`config.mk`:
```
export PLATFORM = sky130hd
export DESIGN_NAME = sorc_regs
export DESIGN_NICKNAME = d
export VERILOG_FILES = /design/src/hw/sorc_pkg.sv /design/src/hw/sorc_regs.sv /design/src/hw/sorc_flag_sample.sv
export SDC_FILE = /design/constraint.sdc
export NUM_CORES = 1
export LEC_CHECK = 0
export BUFFER_PORTS_ARGS = -buffer_cell sky130_fd_sc_hd__buf_4
export CORE_ASPECT_RATIO = 1.5
export CORE_MARGIN = 10
export CORE_UTILIZATION = 46
export DETAILED_ROUTE_END_ITERATION = 12
export PLACE_DENSITY = 0.77
export SYNTH_ARGS = -nofsm -noshare
export SYNTH_HDL_FRONTEND = slang
export SYNTH_HIERARCHICAL = 1
export SYNTH_SLANG_ARGS = --single-unit
export TNS_END_PERCENT = 100
```
`constraint.sdc`:
```
create_clock -name pclk -period 1.8 [get_ports pclk]
set_clock_uncertainty 0.15 [all_clocks]
set_input_delay 0.18 -clock pclk [delete_from_list [all_inputs] [get_ports pclk]]
set_output_delay 0.18 -clock pclk [all_outputs]
set_load 0.02 [all_outputs]
```
`src/hw/sorc_pkg.sv`:
```
package sorc_pkg;

  // ------------------------------------------------------------------
  // Register map
  // ------------------------------------------------------------------
  localparam logic [7:0] OFF_STATUS   = 8'h00;
  localparam logic [7:0] OFF_CONTROL  = 8'h04;
  localparam logic [7:0] OFF_CONFIG   = 8'h08;
  localparam logic [7:0] OFF_DATA     = 8'h0c;
  localparam logic [7:0] OFF_EVENTS   = 8'h10;
  localparam logic [7:0] OFF_MASK     = 8'h14;
  localparam logic [7:0] OFF_SOFT_RST = 8'h18;

  // ------------------------------------------------------------------
  // Field positions
  // ------------------------------------------------------------------
  localparam int FLAG_W        = 5;
  localparam int BIT_FRAME     = 4;
  localparam int BIT_WATCHDOG  = 3;
  localparam int BIT_LOAD      = 2;
  localparam int BIT_SLEW      = 1;
  localparam int BIT_TEMP      = 0;
  localparam int CTL_RANGE_LSB = 0;
  localparam int CTL_CLEAR_SEL = 3;
  localparam int CFG_CUR_LSB   = 9;
  localparam int CFG_DUAL      = 8;
  localparam int CFG_ALT_PD    = 6;
  localparam int RST_BIT       = 0;

  // ------------------------------------------------------------------
  // Reset values and codes
  // ------------------------------------------------------------------
  localparam logic [2:0]  RANGE_RESET  = 3'h0;
  localparam logic [1:0]  CUR_RESET    = 2'h0;
  localparam logic [15:0] DATA_RESET   = 16'h0000;
  localparam logic [15:0] CODE_ZERO    = 16'h0000;
  localparam logic [15:0] CODE_MID     = 16'h8000;
  localparam logic [4:0]  MASK_RESET   = 5'h00;
  localparam logic [2:0]  RANGE_OFF    = 3'h4;
  localparam logic [2:0]  RANGE_BIP5   = 3'h2;
  localparam logic [2:0]  RANGE_BIP10  = 3'h3;

endpackage

```
`src/hw/sorc_regs.sv`:
```
// The register offsets and register access over APB were left to the implementer.
`timescale 1ns/100ps
module sorc_regs (
  input  wire logic        pclk,
  input  wire logic        presetn,
  input  wire logic        psel,
  input  wire logic        penable,
  input  wire logic        pwrite,
  input  wire logic [7:0]  paddr,
  input  wire logic [31:0] pwdata,
  output logic      [31:0] prdata,
  output logic             pready,
  output logic             pslverr,
  input  wire logic        frame_check_fault,
  input  wire logic        watchdog_expired_flag,
  input  wire logic        current_load_fault,
  input  wire logic        slewing_active,
  input  wire logic        over_temperature_flag,
  input  wire logic        clear_value_select_pin,
  output logic      [15:0] conversion_code,
  output logic      [2:0]  voltage_range,
  output logic      [1:0]  current_range,
  output logic             voltage_output_enable,
  output logic             current_output_enable,
  output logic             alternate_power_down,
  output logic             irq
);

  // ------------------------------------------------------------------
  // State
  // ------------------------------------------------------------------
  typedef struct packed {
    logic [2:0]  range;
    logic        clear_value_select_bit;
    logic [1:0]  current_range_field;
    logic        both_outputs_enable;
    logic        alt_power_down;
    logic [15:0] data;
    logic [4:0]  events;
    logic [4:0]  mask;
    logic [4:0]  flags_q;
    logic [31:0] rdata;
    logic        err;
  } sorc_regs_s;

  sorc_regs_s st;
  sorc_regs_s next_st;

  logic [4:0] flags;
  logic [4:0] raw_flags;
  logic       setup;
  logic       access;
  logic       do_write;
  logic       do_read;
  logic       soft_reset;

  // ------------------------------------------------------------------
  // Helpers
  // ------------------------------------------------------------------
  function automatic logic is_current(input logic [2:0] r);
    is_current = r[2] && (r != sorc_pkg::RANGE_OFF);
  endfunction

  function automatic logic is_voltage(input logic [2:0] r);
    is_voltage = !r[2];
  endfunction

  // Bipolar voltage ranges clear to 0 V, which is midscale code, so
  // the select only matters for unipolar voltage ranges and RANGE_OFF.
  function automatic logic [15:0] clear_code(input logic [2:0] r,
                                             input logic       sel);
    if (is_current(r)) begin
      clear_code = sorc_pkg::CODE_ZERO;
    end else if (sel || r == sorc_pkg::RANGE_BIP5 ||
                 r == sorc_pkg::RANGE_BIP10) begin
      clear_code = sorc_pkg::CODE_MID;
    end else begin
      clear_code = sorc_pkg::CODE_ZERO;
    end
  endfunction

  function automatic logic mapped(input logic [7:0] a);
    case (a)
      sorc_pkg::OFF_STATUS,
      sorc_pkg::OFF_CONTROL,
      sorc_pkg::OFF_CONFIG,
      sorc_pkg::OFF_DATA,
      sorc_pkg::OFF_EVENTS,
      sorc_pkg::OFF_MASK,
      sorc_pkg::OFF_SOFT_RST: mapped = 1'b1;
      default:                mapped = 1'b0;
    endcase
  endfunction

  // ------------------------------------------------------------------
  // Flag sampling
  // ------------------------------------------------------------------
  always_comb begin
    raw_flags = '0;
    raw_flags[sorc_pkg::BIT_FRAME]    = frame_check_fault;
    raw_flags[sorc_pkg::BIT_WATCHDOG] = watchdog_expired_flag;
    raw_flags[sorc_pkg::BIT_LOAD]     = current_load_fault;
    raw_flags[sorc_pkg::BIT_SLEW]     = slewing_active;
    raw_flags[sorc_pkg::BIT_TEMP]     = over_temperature_flag;
  end

  sorc_flag_sample #(
    .WIDTH (sorc_pkg::FLAG_W)
  ) u_sample (
    .pclk       (pclk),
    .presetn    (presetn),
    .soft_clear (soft_reset),
    .raw_flags  (raw_flags),
    .flags      (flags)
  );

  // ------------------------------------------------------------------
  // Bus decode
  // ------------------------------------------------------------------
  assign setup    = psel && !penable;
  assign access   = psel && penable;
  assign do_write = access && pwrite && mapped(paddr);
  assign do_read  = access && !pwrite && mapped(paddr);
  assign soft_reset = do_write && paddr == sorc_pkg::OFF_SOFT_RST &&
                      pwdata[sorc_pkg::RST_BIT];

  // ------------------------------------------------------------------
  // Next state
  // ------------------------------------------------------------------
  always_comb begin
    next_st = st;
    next_st.flags_q = flags;
    if (setup) begin
      next_st.err   = !mapped(paddr);
      next_st.rdata = '0;
      case (paddr)
        sorc_pkg::OFF_STATUS: begin
          next_st.rdata[4:0] = flags;
        end
        sorc_pkg::OFF_CONTROL: begin
          next_st.rdata[2:0] = st.range;
          next_st.rdata[sorc_pkg::CTL_CLEAR_SEL] =
            st.clear_value_select_bit;
        end
        sorc_pkg::OFF_CONFIG: begin
          next_st.rdata[sorc_pkg::CFG_CUR_LSB +: 2] =
            st.current_range_field;
          next_st.rdata[sorc_pkg::CFG_DUAL] = st.both_outputs_enable;
          next_st.rdata[sorc_pkg::CFG_ALT_PD] = st.alt_power_down;
        end
        sorc_pkg::OFF_DATA:   next_st.rdata[15:0] = st.data;
        sorc_pkg::OFF_EVENTS: next_st.rdata[4:0]  = st.events;
        sorc_pkg::OFF_MASK:   next_st.rdata[4:0]  = st.mask;
        default:              next_st.rdata = '0;
      endcase
    end
    // Read clears the events; a new event in the same cycle survives.
    if (do_read && paddr == sorc_pkg::OFF_EVENTS) begin
      next_st.events = '0;
    end
    if (do_write) begin
      case (paddr)
        sorc_pkg::OFF_CONTROL: begin
          next_st.range = pwdata[sorc_pkg::CTL_RANGE_LSB +: 3];
          next_st.clear_value_select_bit = pwdata[sorc_pkg::CTL_CLEAR_SEL];
          if (pwdata[sorc_pkg::CTL_RANGE_LSB +: 3] != st.range) begin
            next_st.data = clear_code(
              pwdata[sorc_pkg::CTL_RANGE_LSB +: 3],
              pwdata[sorc_pkg::CTL_CLEAR_SEL] ||
              clear_value_select_pin);
          end
        end
        sorc_pkg::OFF_CONFIG: begin
          next_st.current_range_field =
            pwdata[sorc_pkg::CFG_CUR_LSB +: 2];
          next_st.both_outputs_enable = pwdata[sorc_pkg::CFG_DUAL];
          next_st.alt_power_down = pwdata[sorc_pkg::CFG_ALT_PD];
        end
        sorc_pkg::OFF_DATA: begin
          next_st.data = pwdata[15:0];
        end
        sorc_pkg::OFF_MASK: begin
          next_st.mask = pwdata[4:0];
        end
        default: begin
        end
      endcase
    end
    next_st.events = next_st.events | (flags & ~st.flags_q);
    if (soft_reset) begin
      next_st.range                  = sorc_pkg::RANGE_RESET;
      next_st.clear_value_select_bit = 1'b0;
      next_st.current_range_field    = sorc_pkg::CUR_RESET;
      next_st.both_outputs_enable    = 1'b0;
      next_st.alt_power_down         = 1'b0;
      next_st.data                   = sorc_pkg::DATA_RESET;
      next_st.events                 = '0;
      next_st.mask                   = sorc_pkg::MASK_RESET;
      next_st.flags_q                = '0;
    end
  end

  always_ff @(posedge pclk or negedge presetn) begin
    if (!presetn) begin
      st.range                  <= sorc_pkg::RANGE_RESET;
      st.clear_value_select_bit <= 1'b0;
      st.current_range_field    <= sorc_pkg::CUR_RESET;
      st.both_outputs_enable    <= 1'b0;
      st.alt_power_down         <= 1'b0;
      st.data                   <= sorc_pkg::DATA_RESET;
      st.events                 <= '0;
      st.mask                   <= sorc_pkg::MASK_RESET;
      st.flags_q                <= '0;
      st.rdata                  <= '0;
      st.err                    <= 1'b0;
    end else begin
      st <= next_st;
    end
  end

  // ------------------------------------------------------------------
  // Outputs
  // ------------------------------------------------------------------
  // Without the dual bit the range field alone picks one output; a
  // host that breaks this only loses the second output, never the code.
  assign voltage_range = st.range;
  assign current_range = st.both_outputs_enable ?
                         st.current_range_field :
                         st.range[1:0];
  assign voltage_output_enable = is_voltage(st.range);
  assign current_output_enable = st.both_outputs_enable ||
                                 is_current(st.range);
  assign conversion_code = st.data;
  assign alternate_power_down = st.alt_power_down;
  assign irq     = |(st.events & st.mask);
  assign prdata  = st.rdata;
  assign pready  = 1'b1;
  assign pslverr = access && st.err;

endmodule

```
`src/hw/sorc_flag_sample.sv`:
```
`timescale 1ns/100ps
module sorc_flag_sample #(
  parameter int WIDTH = 5
) (
  input  wire logic             pclk,
  input  wire logic             presetn,
  input  wire logic             soft_clear,
  input  wire logic [WIDTH-1:0] raw_flags,
  output logic      [WIDTH-1:0] flags
);

  typedef struct packed {
    logic [WIDTH-1:0] snap;
  } sorc_samp_s;

  sorc_samp_s st;
  sorc_samp_s next_st;

  // A reset drops the snapshot for one cycle; a cause still present
  // comes back on the following edge.
  always_comb begin
    next_st = st;
    if (soft_clear) begin
      next_st.snap = '0;
    end else begin
      next_st.snap = raw_flags;
    end
  end

  always_ff @(posedge pclk or negedge presetn) begin
    if (!presetn) begin
      st <= '0;
    end else begin
      st <= next_st;
    end
  end

  assign flags = st.snap;

endmodule

```
==> key figures <==
Clock network
  – CTS tree: built
  – Worst-case clock buffer depth: 2
  – Worst-skew pair later-pin latency: approximately 0.33 ns
  – Number of sinks on the clock net: 61
  – Root cell of the clock tree: sky130_fd_sc_hd__clkbuf_8
  – H-tree levels: 3
  – Worst-path clk slew: about 0.070 ns
  – Num CTS Buffers: 9

Synthesis
  – Area fraction in and, or, nand and nor cells after synthesis: 0.175
  – Parity-gate share of the synthesized area counting xor and xnor cells: 0.00805
  – Post-synthesis sequential area ratio: 0.467
  – Most frequently used flop master after synthesis: sky130_fd_sc_hd__dfrtp_1
  – Number of distinct library cells after synthesis: 49
  – Combinational family with the most area after synthesis: simple AND/OR/NAND/NOR gates
  – Post-synth EDFFs: 0
  – Multiplexer fraction of the synthesized cell area: 0.0280
  – Synth Area in Compound Gates: 0.168
  – Adder and majority gate portion of the synthesized area: 0
  – Syn. warnings: 6
  – Seq cells post-synth: 61
  – Mapped Avg Cell Area: 10.6 sq um
  – Syn Inst Count: a little over 300
  – Fraction of synthesis flops using an asynchronous set or reset pin: 1.00
  – Post-Synthesis Cell Area: 3270 sq um

Worst hold path
  – Worst hold-check path type: in2reg
  – Hold path startpoint: paddr[7]

Setup path
  – Critical path launch point type: flop
  – Launch point of the worst reg-to-reg path: voltage_range[2]
  – Largest fanout of any net on the critical path: 4
  – Element type at the critical path end: flop
  – Setup Crit Path Kind: reg2reg
  – Critical path origin: voltage_range[2]
  – Data required time of the worst path: between 1.5 and 2 ns
  – Arrival time of the worst setup path: between 1.5 and 2 ns

Place
  – Dpl cells: 434
  – Final estimated routing congestion in global placement: between 0.8 and 0.9
  – Setup WS pre-CTS: -0.00819 ns
  – Port Buffer Count: 76
  – Placed wire-length estimate: 6.44 mm

STA
  – Worst Tran Pin Value: 0.516 ns
  – FMAX: approximately 0.57 GHz
  – Unrepaired setup endpoints after global routing: no
  – Setup tns final: 0 ns
  – Final-report setup violation count: 0
  – Count of pins over their slew limit: 0
  – Crit path setup slack, layout: 0.0429 ns
  – Final Hold Viols: 0
  – Time the worst path needs with I/O delays and setup: 1.76 ns
  – Final worst path period share: 0.976
  – Relative slew margins: 0.653
  – Post-Route Hold Slack: between 0.06 and 0.07 ns

Run
  – Max-cap check violation count: 0

Detailed routing
  – First DRT Iteration DRCs: between 100 and 150
  – Wirelength, routed: ~8.5 mm
  – Total via count in the routed design: 2525
  – Remaining DRCs: 0
  – Detailed-router iteration count before antenna repair: 4
  – DR vias/cell: ~5.3
  – Residual antenna-violating net count after detailed routing: 0
  – DR WL/cell: approximately 18 um

GRT
  – Number of antenna violations at the first check in global routing: 0
  – Vias in the first global route: between 2k and 3k
  – Largest net degree at the start of global routing: 34
  – Overall overflow remaining after global route: 0
  – Global-route wire length before repair: roughly 14 mm
  – Global routing usage summed across all routing layers: 0.159

Layout
  – Commonest non-fill, non-tap cell in the layout: sky130_fd_sc_hd__buf_4
  – Count of antenna diodes in the layout: 0
  – Highest-count cells in the layout ignoring fill and taps: sky130_fd_sc_hd__buf_4, sky130_fd_sc_hd__dfrtp_1, sky130_fd_sc_hd__dlygate4sd3_1
  – Final Non-Filler Cells: roughly 470
  – Net count, final: roughly 440
  – Fillers: 585
  – Share of final-layout standard cells stronger than drive strength 1: 0.347
  – Area overhead of the layout relative to synthesis: 27.3%

Die
  – DIE HEIGHT: roughly 120 um
  – Row cnt: 37
  – Floorplan core area: about 6900 sq um
  – # IOs: 110
  – Die width: a little under 90 um
  – Effective utilization at floorplan: 0.473
  – Area of the die: 10900 sq um

Pwr
  – Power Density: about 740 nW/um^2
  – Leakage component of the power: 2.07 nW
  – Peak VDD IR: roughly 0.40 mV

Run status
  – Result of the run: completed
critical path, cell delays in order (launching register included):
cell and delay, ns:
sky130_fd_sc_hd__dfrtp_1 0.38, sky130_fd_sc_hd__xor2_1 0.17, sky130_fd_sc_hd__or4_1 0.55, sky130_fd_sc_hd__nand3_2 0.13
sky130_fd_sc_hd__buf_4 0.14, sky130_fd_sc_hd__a32o_1 0.17
final cells by class:
class	count	area, sq um	share of cell area
Sequential cell	61	1530	0.367
Clock inverter	5	75.1	0.0181
Multi-Input combinational cell	192	1310	0.315
Clock buffer	11	131	0.0316
Inverter	4	15.0	0.00361
Timing Repair Buffer	122	1000	0.241
Tap cell	78	97.6	0.0235
routing by layer:
layer | wire length, um | GRT usage
met2 | 4440 | 0.282
met3 | 590 | 0.0382
met1 | 3220 | 0.171
met4 | 259 | 0.0781
met5 | 0 | 0
cell usage after synthesis (4+ instances only):
cell                        n  share of area
sky130_fd_sc_hd__and2_2     6          0.014
sky130_fd_sc_hd__nand2_1   17          0.020
sky130_fd_sc_hd__dfrtp_1   61           0.47
sky130_fd_sc_hd__and2_1     4         0.0077
sky130_fd_sc_hd__and3_1     6          0.011
sky130_fd_sc_hd__a221oi_1   5          0.013
sky130_fd_sc_hd__nor2_1    18          0.021
sky130_fd_sc_hd__a32o_1    12          0.037
sky130_fd_sc_hd__a22o_1    18          0.048
sky130_fd_sc_hd__nor2b_1   11          0.021
sky130_fd_sc_hd__inv_1      4         0.0046
sky130_fd_sc_hd__buf_2      5         0.0077
sky130_fd_sc_hd__a21oi_1    9          0.014
sky130_fd_sc_hd__mux2_2     4          0.014
sky130_fd_sc_hd__a22oi_1    6          0.014
sky130_fd_sc_hd__nand3_1   12          0.018
sky130_fd_sc_hd__o21ai_0    8          0.012
sky130_fd_sc_hd__buf_4     54           0.12
repair_timing:
item / 4_1_cts / 5_1_grt
buffers inserted: 0 / 2
hold buffers: 21 / 0
endpoints found under the hold margin: 91 / 0
endpoints found under the setup margin: 0 / 11
resized for setup: 0 / 5
power by group:
group	internal [W]	switching, W	total (W)
sequential	0.00140	0.0000196	0.00142
combinational	0.000176	0.000204	0.000380
clock	0.000773	0.000511	0.00128
kinds of logic (layout without fill, tap and decap cells):
group,count (synthesis),in the layout
other cells,2,17
simple gates,95,95
mux,7,7
xor+xnor,3,3
buf+inv,70,142
flops,61,61
compound gates,70,70
final timing paths:
| kind | to | slack, ns | cells past startpoint |
|---|---|---|---|
| worst max-delay path | conversion_code[2] | 0.04 | 5 |
| worst min-delay path | st[38] | 0.07 | 3 |
| worst max register to register | conversion_code[2] | 0.04 | 5 |
| worst min register to register | prdata[13] | 0.32 | 2 |
| max in group asynchronous | prdata[2] | 0.83 | 3 |
| min in group asynchronous | u_sample/flags[0] | 0.17 | 2 |
stage by stage:
stage	utilization	cell area (sq um)	power, W
final	0.603	4160	0.00309
after floorplan	-	3320	0.00165
after detailed placement	0.537	3710	0.00178
after global routing	0.603	4160	0.00321
after global placement	0.537	3710	0.00177
after CTS	0.598	4120	0.00310
flip-flops by register name, indices dropped and copies added, names as in the netlist:
| name | count |
|---|---|
| alternate_power_down | 1 |
| conversion_code | 16 |
| prdata | 16 |
| st | 20 |
| u_sample/flags | 5 |
| voltage_range | 3 |
Power figures use the tool's default switching activity.
